File: src/inc/core_exec_cfg.svh
/*
 * Constants of the core execute subset: opcode patterns, field positions,
 * register offsets and reset values.
 * Assumes a 14-bit instruction word and a 13-bit program counter.
 */
`ifndef CORE_EXEC_CFG_SVH
`define CORE_EXEC_CFG_SVH

// Instruction word, program counter, data and file address widths
`define INSTR_W          14
`define PC_W             13
`define DATA_W           8
`define FADDR_W          7

// Field positions
`define F_ADDR_LSB       0
`define F_DEST_BIT       7
`define F_BSEL_LSB       7
`define F_LIT_W          11
`define LATCH_HI         4
`define LATCH_LO         3
`define LATCH_W          5

// Opcode patterns, matched under the masks beside them; OPV_WDKICK has no mask and is matched whole
`define OPM_BITSKIP      14'h3C00
`define OPV_BITSKIP      14'h1C00
`define OPM_CALL         14'h3800
`define OPV_CALL         14'h2000
`define OPM_FIELD6       14'h3F00
`define OPV_INVERT       14'h0900
`define OPV_DECR         14'h0300
`define OPM_FIELD7       14'h3F80
`define OPV_FZERO        14'h0180
`define OPV_AZERO        14'h0100
`define OPV_WDKICK       14'h0064

// Register port offsets
`define RADDR_W          4
`define RDATA_W          16
`define REG_LATCH        4'h0
`define REG_STATUS       4'h1
`define REG_ACCUM        4'h2
`define REG_PC           4'h3
`define REG_STACK_TOP    4'h4

// Status bit positions
`define ST_ZERO          0
`define ST_EXPIRY_N      1
`define ST_SLEEP_N       2
`define ST_FLUSH         3

// Reset values
`define RST_PC           13'h0000
`define RST_ACCUM        8'h00
`define RST_LATCH        5'h00
`define WDT_CLEAR_VAL    8'h00

`endif

File: src/inc/core_exec_pkg.sv
/*
 * Types of the core execute subset.
 * Assumes core_exec_cfg.svh is on the include path.
 */
`include "core_exec_cfg.svh"

package core_exec_pkg;

    // Execute cycle or the discarded NOP cycle after a branch or skip
    typedef enum logic [0:0] {
        EXEC,
        FLUSH
    } exec_state_e;

    // Decoded operation
    typedef enum logic [2:0] {
        OTHER_OP,
        BIT_SET_SKIP_OP,
        WATCHDOG_KICK_OP,
        CALL_OP,
        FILE_INVERT_OP,
        FILE_ZEROING_OP,
        FILE_DECREMENT_OP,
        ACCUMULATOR_ZEROING_OP
    } op_e;

    // Write towards the register file
    typedef struct packed {
        logic                  we;
        logic [`FADDR_W-1:0]   addr;
        logic [`DATA_W-1:0]    data;
    } file_wr_s;

    // Push towards the return stack
    typedef struct packed {
        logic                  push;
        logic [`PC_W-1:0]      addr;
    } stack_push_s;

endpackage

File: src/rtl/return_stack.sv
/*
 * Circular return stack: a push writes one entry and loads the same value
 * into the top register at the same edge.
 * Assumes a single clock and an asynchronous active-high reset.
 */
`include "core_exec_cfg.svh"

module return_stack #(
    parameter int DEPTH = 8,
    parameter int WIDTH = `PC_W
) (
    input  wire logic                           I_CLK,
    input  wire logic                           I_RST,
    input  wire core_exec_pkg::stack_push_s     i_push,
    output logic [WIDTH-1:0]                    o_top
);
    localparam int PW = $clog2(DEPTH);

    // Depth must be a power of two so the pointer wraps by itself
    if (DEPTH < 2 || (DEPTH & (DEPTH - 1)) != 0) begin : g_chk
        $error("return_stack: DEPTH must be a power of two");
    end

    logic [WIDTH-1:0] mem [DEPTH];
    logic [PW-1:0]    ptr_reg;
    logic [PW-1:0]    ptr_next;
    logic [WIDTH-1:0] top_reg;
    logic [WIDTH-1:0] top_next;
    logic             filled_reg;
    logic             filled_next;

    ////////////////////////////////////////////////////////////////////////
    // Pointer and registered top; overflow silently wraps over the oldest
    // Until the first push the top keeps its reset value, since the
    // storage is not reset and would otherwise put unknowns on the top
    always_comb begin
        ptr_next    = ptr_reg;
        filled_next = filled_reg;
        top_next    = filled_reg ? mem[ptr_reg - PW'(1)] : top_reg;
        if (i_push.push) begin
            ptr_next    = ptr_reg + PW'(1);
            filled_next = 1'b1;
            top_next    = i_push.addr[WIDTH-1:0];
        end
    end

    always_ff @(posedge I_CLK or posedge I_RST) begin
        if (I_RST) begin
            ptr_reg    <= '0;
            top_reg    <= '0;
            filled_reg <= 1'b0;
        end else begin
            ptr_reg    <= ptr_next;
            top_reg    <= top_next;
            filled_reg <= filled_next;
        end
    end

    // Storage has no reset; entries are only read after being pushed
    always_ff @(posedge I_CLK) begin
        if (i_push.push) begin
            mem[ptr_reg] <= i_push.addr[WIDTH-1:0];
        end
    end

    assign o_top = top_reg;

endmodule

File: src/rtl/core_exec_subset.sv
/*
 * Execute stage for a subset of the core instruction set: bit test with
 * skip, watchdog kick, call, complement, decrement, file and accumulator
 * clears. Holds the program counter, accumulator, zero flag and the two
 * active-low watchdog status flags; the register file lives outside.
 * Assumes the fetch side presents the word at O_PC with I_INSTR_VALID,
 * and that I_FILE_RDATA is the register at O_FILE_RADDR in that cycle.
 */
// The implementer's own choices: the plain strobed port and the placing of the registers.
`include "core_exec_cfg.svh"

module core_exec_subset #(
    parameter int STACK_DEPTH = 8
) (
    input  wire logic                     I_CLK,
    input  wire logic                     I_RST,
    input  wire logic                     I_INSTR_VALID,
    input  wire logic [`INSTR_W-1:0]      I_INSTR,
    input  wire logic [`DATA_W-1:0]       I_FILE_RDATA,
    input  wire logic                     I_WDT_EXPIRED,
    input  wire logic                     I_SLEEP_ENTER,
    input  wire logic [`RADDR_W-1:0]      I_REG_ADDR,
    input  wire logic [`RDATA_W-1:0]      I_REG_WDATA,
    input  wire logic                     I_REG_WR,
    input  wire logic                     I_REG_RD,
    output logic [`RDATA_W-1:0]           O_REG_RDATA,
    output logic [`FADDR_W-1:0]           O_FILE_RADDR,
    output core_exec_pkg::file_wr_s       O_FILE_WR,
    output logic [`PC_W-1:0]              O_PC,
    output logic [`PC_W-1:0]              O_STACK_TOP,
    output logic [`DATA_W-1:0]            O_ACCUM,
    output logic                          O_ZERO,
    output logic                          O_WATCHDOG_EXPIRY_FLAG_N,
    output logic                          O_SLEEP_FLAG_N,
    output logic                          O_WATCHDOG_CLEAR,
    output logic                          O_FLUSH
);

    if (STACK_DEPTH < 2 || STACK_DEPTH > 256) begin : g_chk
        $error("core_exec_subset: STACK_DEPTH out of range");
    end

    ////////////////////////////////////////////////////////////////////////
    // Decode, used for the execute path
    function automatic core_exec_pkg::op_e decode(
        input logic [`INSTR_W-1:0] w
    );
        core_exec_pkg::op_e op;
        op = core_exec_pkg::OTHER_OP;
        if ((w & `OPM_BITSKIP) == `OPV_BITSKIP)
            op = core_exec_pkg::BIT_SET_SKIP_OP;
        else if ((w & `OPM_CALL) == `OPV_CALL)
            op = core_exec_pkg::CALL_OP;
        else if (w == `OPV_WDKICK)
            op = core_exec_pkg::WATCHDOG_KICK_OP;
        else if ((w & `OPM_FIELD6) == `OPV_INVERT)
            op = core_exec_pkg::FILE_INVERT_OP;
        else if ((w & `OPM_FIELD6) == `OPV_DECR)
            op = core_exec_pkg::FILE_DECREMENT_OP;
        else if ((w & `OPM_FIELD7) == `OPV_FZERO)
            op = core_exec_pkg::FILE_ZEROING_OP;
        else if ((w & `OPM_FIELD7) == `OPV_AZERO)
            op = core_exec_pkg::ACCUMULATOR_ZEROING_OP;
        return op;
    endfunction

    core_exec_pkg::exec_state_e state_reg;
    core_exec_pkg::exec_state_e state_next;
    core_exec_pkg::op_e         op;
    core_exec_pkg::file_wr_s    fwr_reg;
    core_exec_pkg::file_wr_s    fwr_next;
    core_exec_pkg::stack_push_s push;
    logic [`PC_W-1:0]           pc_reg;
    logic [`PC_W-1:0]           pc_next;
    logic [`DATA_W-1:0]         acc_reg;
    logic [`DATA_W-1:0]         acc_next;
    logic                       zero_reg;
    logic                       zero_next;
    logic                       expiry_n_reg;
    logic                       expiry_n_next;
    logic                       sleep_n_reg;
    logic                       sleep_n_next;
    logic                       kick_reg;
    logic                       kick_next;
    logic [`LATCH_W-1:0]        latch_reg;
    logic [`LATCH_W-1:0]        latch_next;
    logic [`RDATA_W-1:0]        rdata_reg;
    logic [`RDATA_W-1:0]        rdata_next;
    logic [`DATA_W-1:0]         result;
    logic [2:0]                 bsel;
    logic                       dest_file;
    logic                       exec;

    assign exec         = I_INSTR_VALID && state_reg == core_exec_pkg::EXEC;
    assign op           = decode(I_INSTR);
    assign bsel         = I_INSTR[`F_BSEL_LSB +: 3];
    assign dest_file    = I_INSTR[`F_DEST_BIT];
    assign O_FILE_RADDR = I_INSTR[`F_ADDR_LSB +: `FADDR_W];
    assign O_FLUSH      = state_reg == core_exec_pkg::FLUSH;

    ////////////////////////////////////////////////////////////////////////
    // Sequencer, program counter and call push
    always_comb begin
        state_next = core_exec_pkg::EXEC;
        pc_next    = pc_reg;
        push.push  = 1'b0;
        push.addr  = pc_reg + `PC_W'(1);
        if (state_reg == core_exec_pkg::FLUSH) begin
            // Discarded slot: a skipped word still occupies one address
            pc_next = pc_reg;
        end else if (I_INSTR_VALID) begin
            pc_next = pc_reg + `PC_W'(1);
            unique case (op)
                core_exec_pkg::BIT_SET_SKIP_OP: begin
                    if (I_FILE_RDATA[bsel]) begin
                        pc_next    = pc_reg + `PC_W'(2);
                        state_next = core_exec_pkg::FLUSH;
                    end
                end
                core_exec_pkg::CALL_OP: begin
                    push.push  = 1'b1;
                    pc_next    = {latch_reg[`LATCH_HI:`LATCH_LO],
                                  I_INSTR[`F_LIT_W-1:0]};
                    state_next = core_exec_pkg::FLUSH;
                end
                default: begin
                end
            endcase
        end
    end

    // Skip target is counted ahead so the flush slot leaves the PC alone
    always_ff @(posedge I_CLK or posedge I_RST) begin
        if (I_RST) begin
            state_reg <= core_exec_pkg::EXEC;
            pc_reg    <= `RST_PC;
        end else begin
            state_reg <= state_next;
            pc_reg    <= pc_next;
        end
    end

    ////////////////////////////////////////////////////////////////////////
    // Datapath: accumulator, zero flag and register file write
    always_comb begin
        acc_next  = acc_reg;
        zero_next = zero_reg;
        fwr_next  = '0;
        result    = '0;
        if (exec) begin
            unique case (op)
                core_exec_pkg::FILE_INVERT_OP: begin
                    result = ~I_FILE_RDATA;
                end
                core_exec_pkg::FILE_DECREMENT_OP: begin
                    result = I_FILE_RDATA - `DATA_W'(1);
                end
                default: begin
                end
            endcase
            unique case (op)
                core_exec_pkg::FILE_INVERT_OP,
                core_exec_pkg::FILE_DECREMENT_OP: begin
                    zero_next = result == '0;
                    if (dest_file) begin
                        fwr_next.we   = 1'b1;
                        fwr_next.addr = O_FILE_RADDR;
                        fwr_next.data = result;
                    end else begin
                        acc_next = result;
                    end
                end
                core_exec_pkg::FILE_ZEROING_OP: begin
                    fwr_next.we   = 1'b1;
                    fwr_next.addr = O_FILE_RADDR;
                    fwr_next.data = '0;
                    zero_next     = 1'b1;
                end
                core_exec_pkg::ACCUMULATOR_ZEROING_OP: begin
                    acc_next  = `RST_ACCUM;
                    zero_next = 1'b1;
                end
                default: begin
                end
            endcase
        end
    end

    always_ff @(posedge I_CLK or posedge I_RST) begin
        if (I_RST) begin
            acc_reg  <= `RST_ACCUM;
            zero_reg <= 1'b0;
            fwr_reg  <= '0;
        end else begin
            acc_reg  <= acc_next;
            zero_reg <= zero_next;
            fwr_reg  <= fwr_next;
        end
    end

    ////////////////////////////////////////////////////////////////////////
    // Watchdog kick and active-low status flags
    always_comb begin
        kick_next     = exec && op == core_exec_pkg::WATCHDOG_KICK_OP;
        expiry_n_next = expiry_n_reg;
        sleep_n_next  = sleep_n_reg;
        if (I_WDT_EXPIRED) expiry_n_next = 1'b0;
        if (I_SLEEP_ENTER) sleep_n_next = 1'b0;
        // A kick in the same cycle as an event wins: flags read set
        if (kick_next) begin
            expiry_n_next = 1'b1;
            sleep_n_next  = 1'b1;
        end
    end

    always_ff @(posedge I_CLK or posedge I_RST) begin
        if (I_RST) begin
            kick_reg     <= 1'b0;
            expiry_n_reg <= 1'b1;
            sleep_n_reg  <= 1'b1;
        end else begin
            kick_reg     <= kick_next;
            expiry_n_reg <= expiry_n_next;
            sleep_n_reg  <= sleep_n_next;
        end
    end

    ////////////////////////////////////////////////////////////////////////
    // Register port: latch writable, state readable, unmapped reads zero
    always_comb begin
        latch_next = latch_reg;
        rdata_next = '0;
        if (I_REG_WR && I_REG_ADDR == `REG_LATCH) begin
            latch_next = I_REG_WDATA[`LATCH_W-1:0];
        end
        if (I_REG_RD) begin
            unique case (I_REG_ADDR)
                `REG_LATCH:     rdata_next = `RDATA_W'(latch_reg);
                `REG_STATUS: begin
                    rdata_next[`ST_ZERO]     = zero_reg;
                    rdata_next[`ST_EXPIRY_N] = expiry_n_reg;
                    rdata_next[`ST_SLEEP_N]  = sleep_n_reg;
                    rdata_next[`ST_FLUSH]    = O_FLUSH;
                end
                `REG_ACCUM:     rdata_next = `RDATA_W'(acc_reg);
                `REG_PC:        rdata_next = `RDATA_W'(pc_reg);
                `REG_STACK_TOP: rdata_next = `RDATA_W'(O_STACK_TOP);
                default:        rdata_next = '0;
            endcase
        end
    end

    always_ff @(posedge I_CLK or posedge I_RST) begin
        if (I_RST) begin
            latch_reg <= `RST_LATCH;
            rdata_reg <= '0;
        end else begin
            latch_reg <= latch_next;
            rdata_reg <= rdata_next;
        end
    end

    ////////////////////////////////////////////////////////////////////////
    // Return stack holds the pushed return addresses
    return_stack #(
        .DEPTH (STACK_DEPTH),
        .WIDTH (`PC_W)
    ) u_stack (
        .I_CLK  (I_CLK),
        .I_RST  (I_RST),
        .i_push (push),
        .o_top  (O_STACK_TOP)
    );

    assign O_REG_RDATA              = rdata_reg;
    assign O_FILE_WR                = fwr_reg;
    assign O_PC                     = pc_reg;
    assign O_ACCUM                  = acc_reg;
    assign O_ZERO                   = zero_reg;
    assign O_WATCHDOG_EXPIRY_FLAG_N = expiry_n_reg;
    assign O_SLEEP_FLAG_N           = sleep_n_reg;
    assign O_WATCHDOG_CLEAR         = kick_reg;

endmodule

File: config.mk
export PLATFORM = sky130hd
export DESIGN_NAME = core_exec_subset
export DESIGN_NICKNAME = d
export VERILOG_FILES = /design/src/inc/core_exec_pkg.sv /design/src/rtl/return_stack.sv /design/src/rtl/core_exec_subset.sv
export VERILOG_INCLUDE_DIRS = /design/src /design/src/inc
export SDC_FILE = /design/constraint.sdc
export NUM_CORES = 1
export LEC_CHECK = 0
export BUFFER_PORTS_ARGS = -buffer_cell sky130_fd_sc_hd__buf_2
export CORE_UTILIZATION = 35
export CTS_CLUSTER_SIZE = 8
export DETAILED_ROUTE_END_ITERATION = 12
export PLACE_DENSITY = 0.63
export SKIP_CTS_REPAIR_TIMING = 1
export SYNTH_ARGS = -nofsm -noshare
export SYNTH_HDL_FRONTEND = slang
export SYNTH_SLANG_ARGS = --single-unit
File: constraint.sdc
create_clock -name I_CLK -period 7.5 [get_ports I_CLK]
set_input_delay 1.5 -clock I_CLK [delete_from_list [all_inputs] [get_ports I_CLK]]
set_output_delay 1.5 -clock I_CLK [all_outputs]
set_load 0.01 [all_outputs]
After elaboration in Yosys (flattened, before gate mapping)
Memories as Yosys holds them, arrays and structs flattened.
Index checks and enable logic that the tools add are counted.
W data, S select, Z words.
{"block": "totals", "reg_bits": 80, "mem_bits_rw": 104, "in_bits": 49, "wordCells": 95, "n_memories": 1}
{"name": "u_stack.mem", "depth": 8, "width": 13, "rd": 1, "rd_ports_with_merged_regs": 0, "write_ports": 1, "line_no": "return_stack.sv:24", "source": "logic [WIDTH-1:0] mem [DEPTH];"}
{"block": "classes", "n_addsub": 5, "magnitude_cmp": 1, "eq_ne": 19, "n_mux": 37, "n_bitwise": 2, "n_reduce_logical": 15}
{"operator": "$mux W13", "count": 4}
{"operator": "$pmux W9 S4", "count": 1}
{"operator": "$mux W16", "count": 2}
{"operator": "$pmux W16 S2", "count": 1}
{"operator": "$pmux W8 S2", "count": 2}
{"operator": "$pmux W13 S2", "count": 1}
{"operator": "$mux W3", "count": 7}
{"operator": "$pmux W4 S5", "count": 1}
{"operator": "$mux W8", "count": 2}
{"operator": "$eq A3 B3 Y1 const B", "count": 5}
{"operator": "$eq A14 B7 Y1 const B", "count": 1}
{"operator": "$eq A7 B2 Y1 const B", "count": 2}
{"operator": "$add A13 B1 Y13 const B", "count": 1}
{"operator": "$add A13 B2 Y13 const B", "count": 1}
{"operator": "$mux W1", "count": 13}
{"operator": "$reduce_bool A2 Y1", "count": 5}
{"operator": "$eq A4 B2 Y1 const B", "count": 2}
{"operator": "$eq A4 B3 Y1 const B", "count": 2}
{"operator": "$logic_not A8 Y1", "count": 1}
{"operator": "$not A8 Y8", "count": 1}
{"operator": "$sub A8 B1 Y8 const B", "count": 1}
{"operator": "$eq A3 B2 Y1 const B", "count": 2}
{"operator": "$eq A6 B2 Y1 const B", "count": 1}
{"operator": "$eq A6 B4 Y1 const B", "count": 1}
{"operator": "14 further kinds", "count": 19}

Logic depth before layout (Yosys ltp)
Gate-level depths: netlist of run 1.
{"block": "depth", "depth_word": 14, "mapped_depth": 11, "ltp_nobuf": 7}

By module
From an unflattened synthesis of run 1, not the netlist that was laid out.
{"block": "hier_totals", "cells_unflattened": 669, "area_unflattened_um2": 8554.5}
{"module": "return_stack", "n_inst": 1, "cells_each": 275, "area_each_um2": 4919.7, "seq_area_each_um2": 3548.4}
{"module": "core_exec_subset", "n_inst": 1, "cells_each": 394, "area_each_um2": 3634.7, "seq_area_each_um2": 1503.9}

Worst setup path after synthesis of run 1
No wires, ideal clock.
{"block": "synth_path", "path_type": "input -> register", "startpoint": "input port I_INSTR[11]", "endpoint": "memory u_stack.mem[0][0] (netlist name) (enable)", "setup_time_ps": 417, "t_arrival_ps": 3653, "t_required_ps": 7083, "setup_slack_ps": 3430, "stages": 4, "path_buffers": 1, "path_cell_list": "clkbuf_1 nor3b_2 nand2_1 nor4_1"}
{"block": "synth_between", "elab_chain_cells": 14}
{"item": "from (decl)", "line_no": "core_exec_subset.sv:18", "source": "input wire logic [`INSTR_W-1:0] I_INSTR,"}
{"item": "$eq A7 B2 Y1 (no line)"}
{"item": "$mux W3", "line_no": "core_exec_subset.sv:62", "source": "else if ((w & `OPM_FIELD7) == `OPV_AZERO)"}
{"item": "$mux W3", "line_no": "core_exec_subset.sv:60", "source": "else if ((w & `OPM_FIELD7) == `OPV_FZERO)"}
{"item": "$mux W3", "line_no": "core_exec_subset.sv:58", "source": "else if ((w & `OPM_FIELD6) == `OPV_DECR)"}
{"item": "$mux W3", "line_no": "core_exec_subset.sv:56", "source": "else if ((w & `OPM_FIELD6) == `OPV_INVERT)"}
{"item": "$mux W3", "line_no": "core_exec_subset.sv:54", "source": "else if (w == `OPV_WDKICK)"}
{"item": "$mux W3", "line_no": "core_exec_subset.sv:52", "source": "else if ((w & `OPM_CALL) == `OPV_CALL)"}
{"item": "$mux W3 (*)", "line_no": "core_exec_subset.sv:50", "source": "if ((w & `OPM_BITSKIP) == `OPV_BITSKIP)"}
{"item": "$eq A3 B2 Y1 (*)", "line_no": "core_exec_subset.sv:113", "source": "unique case (op)"}
{"item": "$mux W1 (*)", "line_no": "core_exec_subset.sv:113"}
{"item": "$mux W1 (*)", "line_no": "core_exec_subset.sv:111", "source": "end else if (I_INSTR_VALID) begin"}
{"item": "$mux W1 (*)", "line_no": "core_exec_subset.sv:108", "source": "if (state_reg == core_exec_pkg::FLUSH) begin"}
{"item": "$mux W1 (*)", "line_no": "return_stack.sv:61", "source": "if (i_push.push) begin"}
{"item": "$mux W1 (not written as such) (*)", "line_no": "return_stack.sv:62", "source": "mem[ptr_reg] <= i_push.addr[WIDTH-1:0];"}
{"item": "to (decl)", "line_no": "return_stack.sv:24"}
Every way passes the cells marked *; elsewhere a longest branch is shown, timed or not.

Worst setup path after layout of run 1
{"block": "layout_path", "startpoint": "input port I_INSTR[11]", "endpoint": "memory u_stack.mem[1][5] (netlist name) (enable)"}
Same word-level chain as after synthesis.

==> summary.txt, run 1 <==
Yosys
  • Synth Warn #: 0
  • Most common cell in the netlist: edfxtp_1
  • Synth unique cells: 67
  • Post-Syn Area: 8300 µm²
  • Post-synth EDFFs: 104
  • Flops & latches, synth: 181
  • Register area share after synthesis: 60.8%
  • Commonest cells post-synth: 104 x edfxtp_1, 75 x dfrtp_1, 59 x nand2_1, 42 x nor2_1, 37 x o21ai_0
  • Cell taking the most area after synthesis: edfxtp_1
  • Synth top area share: 37.6%
  • Synth area leaders: edfxtp_1 38%, dfrtp_1 23%, mux4_2 7.3%
  • Syn avg cell area: 12.9 µm²
  • Post-synth top flop: edfxtp_1
  • Ys async rst share: 42.5%
  • Cells after synthesis: 644

Clocking
  • CTS tree: done
  • Clock sinks: 181
  • H-tree depth: 4
  • Root Driver: clkbuf_16
  • CTS buffer count: 17
  • Worst-Skew Late Latency: 0.44 ns
  • CTS max path bufs: 2
  • Clock transition at the registers of the reported paths: 0.07 ns

STA
  • Final setup violation count: 0
  • Post-Route Setup TNS: 0 ns
  • Final min period: 3.58 ns
  • Worst slew pin tran: 1.19 ns
  • Final Hold Viols: 0
  • Slew headroom: 20.6%
  • Final clock skew: 0.0153 ns
  • Max Clock Freq: 0.279 GHz
  • Tcrit/Tclk final: 47.8%
  • RSZ-0062 raised after global routing: no
  • Max-slew violations: 0

Critical path
  • Critical path type: in2reg
  • Endpoint type of the worst setup path: register
  • Crit. Startpoint: I_INSTR[11]
  • Reg2reg start: O_PC[0]
  • Slowest Stage Delay on Critical Path: 0.59 ns
  • CP top delay family: simple AND/OR/NAND/NOR gates
  • CP most frequent cell: buf_4
  • Crit-path max FO: 27
  • Critical path arrival: 3.72 ns
  • Buf/Inv on CP: 3
  • Worst-path cell chain: buf_2, or3b_2, nor2_1, buf_4, nand2_1, nor3_2, buf_4
  • Worst path slowest cell: nor3_2
  • Crit start category: input pin
  • Worst path required time: 7.64 ns

GRT
  • Initial antenna violation count: 0
  • First-pass GRT wire length: 33.2 mm
  • Number of global-route vias before repair: 5533
  • Final global-route overflow total: 0
  • All-Layer GR Usage: 18.5%
  • Largest net degree at the start of global routing: 78

Pwr
  • Clock power frac: 25.3%
  • Reg power frac: 43.3%
  • P_sw: 1180 µW
  • Logic pwr share: 31.3%
  • Total Power: 3310 µW
  • Int Power: 2130 µW
  • Static Leak: 0.00382 µW
  • Pwr dens: 340 nW/µm²
  • Net Sw Frac: 35.7%
  • VDD IR max: 0.157 mV

Hold path
  • Hold Crit Class: reg2reg
  • Hold_sp: O_SLEEP_FLAG_N

Floorplan
  • Initial Util: 36.1%
  • I/O pin count: 127
  • Core footprint: 23000 µm²
  • Row cnt: 55
  • DIE HEIGHT: 156 µm
  • Die area: 24300 µm²
  • Chip Width: 156 µm

Layout
  • Area grow syn2layout: 17.3%
  • Filler Cells Inserted: 2154
  • Ant. Diodes: 0
  • Top reg by flops: u_stack.mem
  • # nets final: 799
  • Final core utilization: 42.4%
  • Layout cell share with drive strength beyond 1: 28.2%
  • Number of flip-flops in the largest register: 104
  • Final Instance Area: 9740 µm²

Routing
  • Drt initial violations: 616
  • First-pass DRT Iterations: 5
  • DR WL/cell: 20.1 µm
  • Via count: 5821
  • DR vias/cell: 5.44
  • WL final: 21.6 mm
  • Final ANT Viol Nets: 0
  • Remaining DRCs: 0

Place
  • HPWL Detailed: 15.1 mm
  • GPL Wtd Cong: 0.899
  • I/O Buffers: 112
  • Post-DP Area: 9190 µm²

Run
  • Max capacitance violation total: 0

Outcome
  • Status: finished clean
[layer usage]
layer	track usage (%)	wire [µm]	up-vias
met5	0	0	-
met4	6.58	421	0
met3	4.92	1610	27
met2	27.4	9990	243
met1	25.9	9530	2909
li1	-	-	2642
[cell type report]
type                    instances  area (µm²)  area share [%]
flip-flops and latches        181        5050            51.9
clock buffers                  18         429            4.41
clock inverters                14         118            1.21
inverters                      15        57.6           0.591
repair buffers                129         688            7.07
multi-input cells             401        3000            30.8
well taps                     313         392            4.02
[path summary, 6_finish.rpt]
| path | end | slack [ns] | depth (start not counted) |
|---|---|---|---|
| worst min register to register | O_SLEEP_FLAG_N | 0.50 | 2 |
| max in group asynchronous | u_stack.ptr_reg[0] | 5.41 | 3 |
| worst min-delay path | O_SLEEP_FLAG_N | 0.50 | 2 |
| worst max-delay path | u_stack.mem[1][5] | 3.92 | 7 |
| worst max register to register | O_PC[10] | 4.72 | 6 |
| min in group asynchronous | O_WATCHDOG_CLEAR | 1.35 | 3 |
[power by group through the flow]
stage	sequential [µW]	clock [µW]	combinational (µW)
floorplan	1370	0	742
global placement	1450	0	1050
detailed placement	1450	0	1060
CTS	1430	855	1060
global route	1450	894	1150
finish	1440	839	1040
[stage by stage]
step	hold WS, ns	worst slack [ns]	instances
final	0.499	3.92	1071
after global routing	0.533	3.75	1071
after CTS	0.505	3.91	1071
after detailed placement	0.494	3.47	1039
after global placement	0.494	3.49	1039
after floorplan	0.478	3.43	646
[worst register-to-register path: stages (launching register included)]
cell	delay, ns
dfrtp_1	0.79
ha_1	0.32
nand3_1	0.24
nor3_1	0.29
xor2_1	0.73
a211o_1	0.23
a22o_1	0.12
[cell families (layout without fill, tap and decap cells)]
family                   count (synthesis)  after routing  synth area share [%]
AND/OR/NAND/NOR                        197            197                  12.0
flip-flops                             181            181                  60.8
AO/OA/AOI/OAI                          125            125                  10.1
buffers and inverters                   64            176                  3.62
multiplexers                            55             55                  10.9
XOR/XNOR                                16             16                  1.69
adder cells (fa/ha/maj)                  5              5                 0.753
other                                    1              3                0.0452
[placed cells by master, fill, tap and decap left out, types with 5 or more instances in the layout]
master     synthesis  routed
buf_2              6     112
edfxtp_1         104     104
dfrtp_1           75      74
nand2_1           59      59
nor2_1            42      41
o21ai_0           37      37
mux4_2            27      27
a21oi_1           23      23
clkbuf_16          0      17
buf_4             10      17
mux2i_1           16      16
nand3_1           14      14
inv_1             15      14
nand4_1           11      11
xnor2_1           11      11
a22oi_1           11      11
and2_1            10      10
nor3_1            13       9
nand2b_1           8       8
mux2_2             8       8
o211ai_1           8       8
a222oi_1           8       8
nor2b_1            7       7
and3_1             6       6
xor2_1             5       5
ha_1               5       5
inv_6              0       5
Power figures use the tool's default switching activity.
==> run 2: changes to the inputs <==
==> constraint.sdc (replaced) <==
create_clock -name I_CLK -period 3.47 [get_ports I_CLK]
set_input_delay 0.694 -clock I_CLK [delete_from_list [all_inputs] [get_ports I_CLK]]
set_output_delay 0.694 -clock I_CLK [all_outputs]
set_load 0.01 [all_outputs]
==> summary.txt, run 2 (same netlist as run 1, synthesis figures left out) <==
STA
  • Max-slew violations: 0 (unchanged)
  • Slew headroom: 44.4% (+24 points)
  • Post-Route Setup TNS: 0 ns (unchanged)
  • Tcrit/Tclk final: 70.9%
  • Final min period: 2.46 ns
  • Worst slew pin tran: 0.829 ns (-0.359 ns)
  • Final clock skew: 0.0138 ns (-0.00150 ns)
  • Final setup violation count: 0 (unchanged)
  • Final Hold Viols: 0 (unchanged)
  • Max Clock Freq: 0.406 GHz
  • RSZ-0062 raised after global routing: no
  • Post-route setup slack: 1.01 ns (-2.91 ns)

Clocking
  • CTS tree: done
  • CTS max path bufs: 2 (unchanged)
  • CTS buffer count: 17 (unchanged)
  • H-tree depth: 4 (unchanged)
  • Worst-Skew Late Latency: 0.44 ns (about the same)
  • Root Driver: clkbuf_16
  • Clock transition at the registers of the reported paths: 0.08 ns (about the same)
  • Clock sinks: 181 (unchanged)

Floorplan
  • I/O pin count: 127 (unchanged)
  • Die area: 24300 µm² (unchanged)
  • DIE HEIGHT: 156 µm (unchanged)
  • Chip Width: 156 µm (unchanged)
  • Core footprint: 23000 µm² (unchanged)
  • Initial Util: 36.1% (unchanged)
  • Row cnt: 55 (unchanged)

Place
  • GPL Wtd Cong: 0.887 (-1.4%)
  • HPWL Detailed: 15.4 mm (+2.3%)
  • DP Worst Slack: 0.606 ns (-2.86 ns)
  • I/O Buffers: 112 (unchanged)

Routing
  • Remaining DRCs: 0 (unchanged)
  • DR vias/cell: 5.38 (-1.1%)
  • DR WL/cell: 19.6 µm (-2.6%)
  • Via count: 5838 (+0.29%)
  • Drt initial violations: 528 (-14%)
  • Final ANT Viol Nets: 0 (unchanged)
  • WL final: 21.3 mm (-1.2%)
  • First-pass DRT Iterations: 6 (+1)

GRT
  • Initial antenna violation count: 0 (unchanged)
  • Number of global-route vias before repair: 5578 (+0.81%)
  • Final global-route overflow total: 0 (unchanged)
  • First-pass GRT wire length: 32.8 mm (-1.2%)
  • Largest net degree at the start of global routing: 45 (-42%)
  • All-Layer GR Usage: 18.1% (-0.38 points)

Pwr
  • Pwr dens: 738 nW/µm² (+120%)
  • Net Sw Frac: 35.8% (+0.099 points)
  • VDD IR max: 0.466 mV (+200%)
  • Static Leak: 0.00392 µW (+2.6%)
  • Int Power: 4700 µW (+120%)
  • Reg power frac: 41.8% (-1.5 points)
  • Clock power frac: 26.1% (+0.8 points)
  • P_sw: 2620 µW (+120%)
  • Logic pwr share: 32.0% (+0.7 points)

Layout
  • Area grow syn2layout: 19.4%
  • Top reg by flops: u_stack.mem
  • Layout cell share with drive strength beyond 1: 29.9% (+1.7 points)
  • Ant. Diodes: 0 (unchanged)
  • Commonest non-fill, non-tap cell in the layout: buf_2
  • Filler Cells Inserted: 2136 (-0.84%)
  • Most frequent cells in the layout: 112 x buf_2, 104 x edfxtp_1, 74 x dfrtp_1
  • # nets final: 814 (+1.9%)
  • Number of flip-flops in the largest register: 104 (unchanged)

Critical path
  • Crit-path max FO: 16 (-41%)
  • Slowest Stage Delay on Critical Path: 0.68 ns (+0.09 ns)
  • Worst-path cell chain: inv_1, ha_1, buf_12, mux4_2, mux2i_1, nand2_1, o21ai_0, o21ai_0
  • Worst path required time: 3.77 ns (-3.87 ns)
  • CP most frequent cell: o21ai_0
  • Critical path type: reg2reg
  • Endpoint type of the worst setup path: register
  • Worst path slowest cell: ha_1
  • Critical path arrival: 2.76 ns (-0.96 ns)
  • Crit start category: register

Run
  • Max capacitance violation total: 0 (unchanged)

Hold path
  • Hold Crit Class: in2async

Outcome
  • Status: finished clean
## run 2: cell type report
cell class                      instances  area, µm²  share of cell area [%]
Tap cell                              313        392                    3.95
Timing Repair Buffer                  144        813                    8.20
Clock inverter                         15        178                    1.79
Clock buffer                           17        425                    4.29
Multi-Input combinational cell        401       3000                    30.2
Inverter                               15       57.6                   0.580
Sequential cell                       181       5050                    51.0
## run 2: path summary, 6_finish.rpt
| kind | from | end | slack (ns) | depth (start not counted) |
|---|---|---|---|---|
| max | u_stack.ptr_reg[1] | u_stack.o_top[8] | 1.01 | 8 |
| min | I_RST | O_FILE_WR[13] | 0.38 | 2 |
| max reg2reg | u_stack.ptr_reg[1] | u_stack.o_top[8] | 1.01 | 8 |
| min reg2reg | O_SLEEP_FLAG_N | O_SLEEP_FLAG_N | 0.50 | 2 |
| max in group asynchronous | I_RST | O_PC[4] | 2.30 | 3 |
| min in group I_CLK | I_WDT_EXPIRED | O_WATCHDOG_EXPIRY_FLAG_N | 0.40 | 2 |
## run 2: per-stage QoR
stage                     area (µm²)  utilization (%)  hold WS (ns)  total power, µW  cells
after floorplan                 8310                -         0.478             4570    646
after global placement          9310             40.5         0.490             5430   1054
after detailed placement        9310             40.5         0.499             5480   1054
after CTS                       9920             43.1         0.388             7400   1086
after global routing            9920             43.1         0.423             7690   1086
final                           9920             43.1         0.379             7320   1086
## run 2: critical path, delay by kind of cell, from the launching register on
family | cells | cell delay (ns)
AOI/OAI and AO/OA | 2 | 0.20
adders and majority gates | 1 | 0.68
buffers and inverters | 2 | 0.36
DFF | 1 | 0.47
muxes | 2 | 0.53
and+or+nand+nor | 1 | 0.09
## run 2: power by group through the flow
stage	clock network [µW]	logic, µW	registers, µW
after CTS	1950	2390	3050
after global placement	0	2340	3090
after global routing	2020	2580	3090
final	1910	2350	3060
after detailed placement	0	2380	3100
after floorplan	0	1600	2960
## run 2: per-layer routing
layer,share of wire [%],global-route usage [%]
met1,45,26.1
met2,47,27.1
met3,6.4,3.89
met4,1.7,5.51
met5,0,0
==> run 3: changes to the inputs <==
--- a/config.mk
+++ b/config.mk
@@ -10,7 +10,7 @@
 export CORE_UTILIZATION = 35
 export CTS_CLUSTER_SIZE = 8
 export DETAILED_ROUTE_END_ITERATION = 12
-export PLACE_DENSITY = 0.63
+export PLACE_DENSITY = 0.64
 export SKIP_CTS_REPAIR_TIMING = 1
 export SYNTH_ARGS = -nofsm -noshare
 export SYNTH_HDL_FRONTEND = slang
==> constraint.sdc (replaced) <==
create_clock -name I_CLK -period 2.1 [get_ports I_CLK]
set_input_delay 0.42 -clock I_CLK [delete_from_list [all_inputs] [get_ports I_CLK]]
set_output_delay 0.42 -clock I_CLK [all_outputs]
set_load 0.01 [all_outputs]
==> summary.txt, run 3 (same netlist as run 1, synthesis figures left out) <==
Outcome
  • Status: finished clean

Clocking
  • CTS buffer count: 17 (unchanged)
  • CTS tree: done
  • Clock transition at the registers of the reported paths: 0.08 ns (about the same)
  • Clock sinks: 181 (unchanged)
  • Root Driver: clkbuf_16
  • Worst-Skew Late Latency: 0.44 ns (about the same)
  • CTS max path bufs: 2 (unchanged)
  • H-tree depth: 4 (unchanged)

Floorplan
  • Chip Width: 156 µm (unchanged)
  • Die area: 24300 µm² (unchanged)
  • DIE HEIGHT: 156 µm (unchanged)
  • Core footprint: 23000 µm² (unchanged)
  • Row cnt: 55 (unchanged)
  • Initial Util: 36.1% (unchanged)
  • I/O pin count: 127 (unchanged)

Layout
  • Filler Cells Inserted: 2111 (-1.2%)
  • Layout Cells excl Fill: 1157 (+6.5%)
  • Layout cell share with drive strength beyond 1: 37.6% (+7.7 points)
  • Final Instance Area: 10700 µm² (+7.6%)
  • Area grow syn2layout: 28.5%
  • Number of flip-flops in the largest register: 104 (unchanged)
  • Commonest non-fill, non-tap cell in the layout: buf_2
  • # nets final: 885 (+8.7%)
  • Most frequent cells in the layout: 112 x buf_2, 104 x edfxtp_1, 94 x buf_4
  • Top reg by flops: u_stack.mem
  • Ant. Diodes: 0 (unchanged)

STA
  • Final setup violation count: 0 (unchanged)
  • RSZ-0062 raised after global routing: yes
  • Max-slew violations: 0 (unchanged)
  • Final clock skew: 0.0148 ns (+0.000991 ns)
  • Post-route setup slack: 0.0970 ns (-0.912 ns)
  • Worst slew pin tran: 0.797 ns (-0.0318 ns)
  • Post-Route Setup TNS: 0 ns (unchanged)
  • Tcrit/Tclk final: 95.4% (+24 points)
  • Final min period: 2.00 ns (-0.458 ns)
  • Final Hold Viols: 0 (unchanged)
  • Slew headroom: 46.5% (+2.1 points)
  • Max Clock Freq: 0.499 GHz (+23%)

Routing
  • Remaining DRCs: 0 (unchanged)
  • Final ANT Viol Nets: 0 (unchanged)
  • WL final: 23.0 mm (+7.9%)
  • Drt initial violations: 526 (-0.38%)
  • First-pass DRT Iterations: 7 (+1)
  • DR vias/cell: 5.31 (-1.3%)
  • DR WL/cell: 19.9 µm (+1.3%)
  • Via count: 6141 (+5.2%)

Pwr
  • P_sw: 4560 µW (+74%)
  • Static Leak: 0.00434 µW (+11%)
  • VDD IR max: 0.732 mV (+57%)
  • Net Sw Frac: 35.7% (-0.18 points)
  • Logic pwr share: 36.8% (+4.8 points)
  • Int Power: 8230 µW (+75%)
  • Reg power frac: 37.7% (-4.1 points)
  • Pwr dens: 1200 nW/µm² (+62%)
  • Clock power frac: 25.4% (-0.7 points)

GRT
  • All-Layer GR Usage: 19.7% (+1.6 points)
  • First-pass GRT wire length: 35.3 mm (+7.8%)
  • Initial antenna violation count: 0 (unchanged)
  • Final global-route overflow total: 0 (unchanged)
  • Largest net degree at the start of global routing: 78 (+73%)
  • Number of global-route vias before repair: 5993 (+7.4%)

Critical path
  • Reg2reg setup slack: 0.1 ns (-0.91 ns)
  • Critical path type: reg2reg
  • Crit-path max FO: 15 (-1)
  • Worst R2R Path Depth: 8 (unchanged)
  • Endpoint type of the worst setup path: register
  • Worst path required time: 2.41 ns (-1.36 ns)
  • Crit start category: register
  • Critical path arrival: 2.31 ns (-0.45 ns)
  • Crit. Startpoint: u_stack.ptr_reg[0]
  • Reg2reg start: u_stack.ptr_reg[0]
  • Reg-to-reg endpoint: u_stack.o_top[0]

Place
  • I/O Buffers: 112 (unchanged)
  • Post-DP Area: 10000 µm² (+7.8%)
  • DP Worst Slack: -0.266 ns (-0.873 ns)
  • GPL Wtd Cong: 0.902 (+1.7%)
  • HPWL Detailed: 16.6 mm (+7.9%)
  • Dpl cells: 1125 (+6.7%)

Run
  • Max capacitance violation total: 0 (unchanged)

Hold path
  • Hold Crit Class: in2async
## run 3: power groups by stage
stage	Sequential [µW]	Clock, µW	Combinational (µW)
3_5_place_dp	4890	0	4670
3_3_place_gp	4890	0	4610
5_1_grt	4860	3440	5090
2_1_floorplan	4900	0	2860
6_report	4830	3250	4710
4_1_cts	4830	3310	4680
## run 3: worst max-delay path by stage
stage | end | slack (ns)
2_1_floorplan | u_stack.mem[1][0] | -0.21
3_3_place_gp | O_PC[10] | -0.22
3_5_place_dp | O_PC[8] | -0.27
4_1_cts | O_PC[7] | 0.05
5_1_grt | u_stack.o_top[4] | -0.01
6_report | u_stack.o_top[0] | 0.1
## run 3: critical path, stage by stage (launching register included)
cell      delay, ns
dfrtp_2        0.38
inv_1          0.08
ha_1           0.34
buf_12         0.17
mux4_2         0.32
mux2i_1        0.25
nand2_1        0.09
o211ai_1       0.11
o21ai_0        0.13
## run 3: cell type report
cell class	count	area (µm²)	share of cell area [%]
Sequential cell	181	5050	47.4
Multi-Input combinational cell	401	3110	29.1
Timing Repair Buffer	215	1450	13.6
Clock buffer	17	425	3.99
Tap cell	313	392	3.67
Clock inverter	15	185	1.74
Inverter	15	60.1	0.563
## run 3: metrics by stage
step	power [µW]	utilization, %	hold WS, ns
detailed placement	9570	43.7	0.497
global placement	9490	43.7	0.490
CTS	12800	46.3	0.0849
floorplan	7760	-	0.478
finish	12800	46.4	0.0373
global route	13400	46.4	0.0645
## run 3: layer usage
metal | part of all wire [%] | wire length, µm | track usage, % | up-vias
li1 | - | - | - | 2821
met1 | 48 | 11000 | 28.3 | 3074
met2 | 44 | 10200 | 29.3 | 219
met3 | 6.1 | 1400 | 4.56 | 27
met4 | 1.7 | 381 | 6.16 | 0
met5 | 0 | 0 | 0 | -
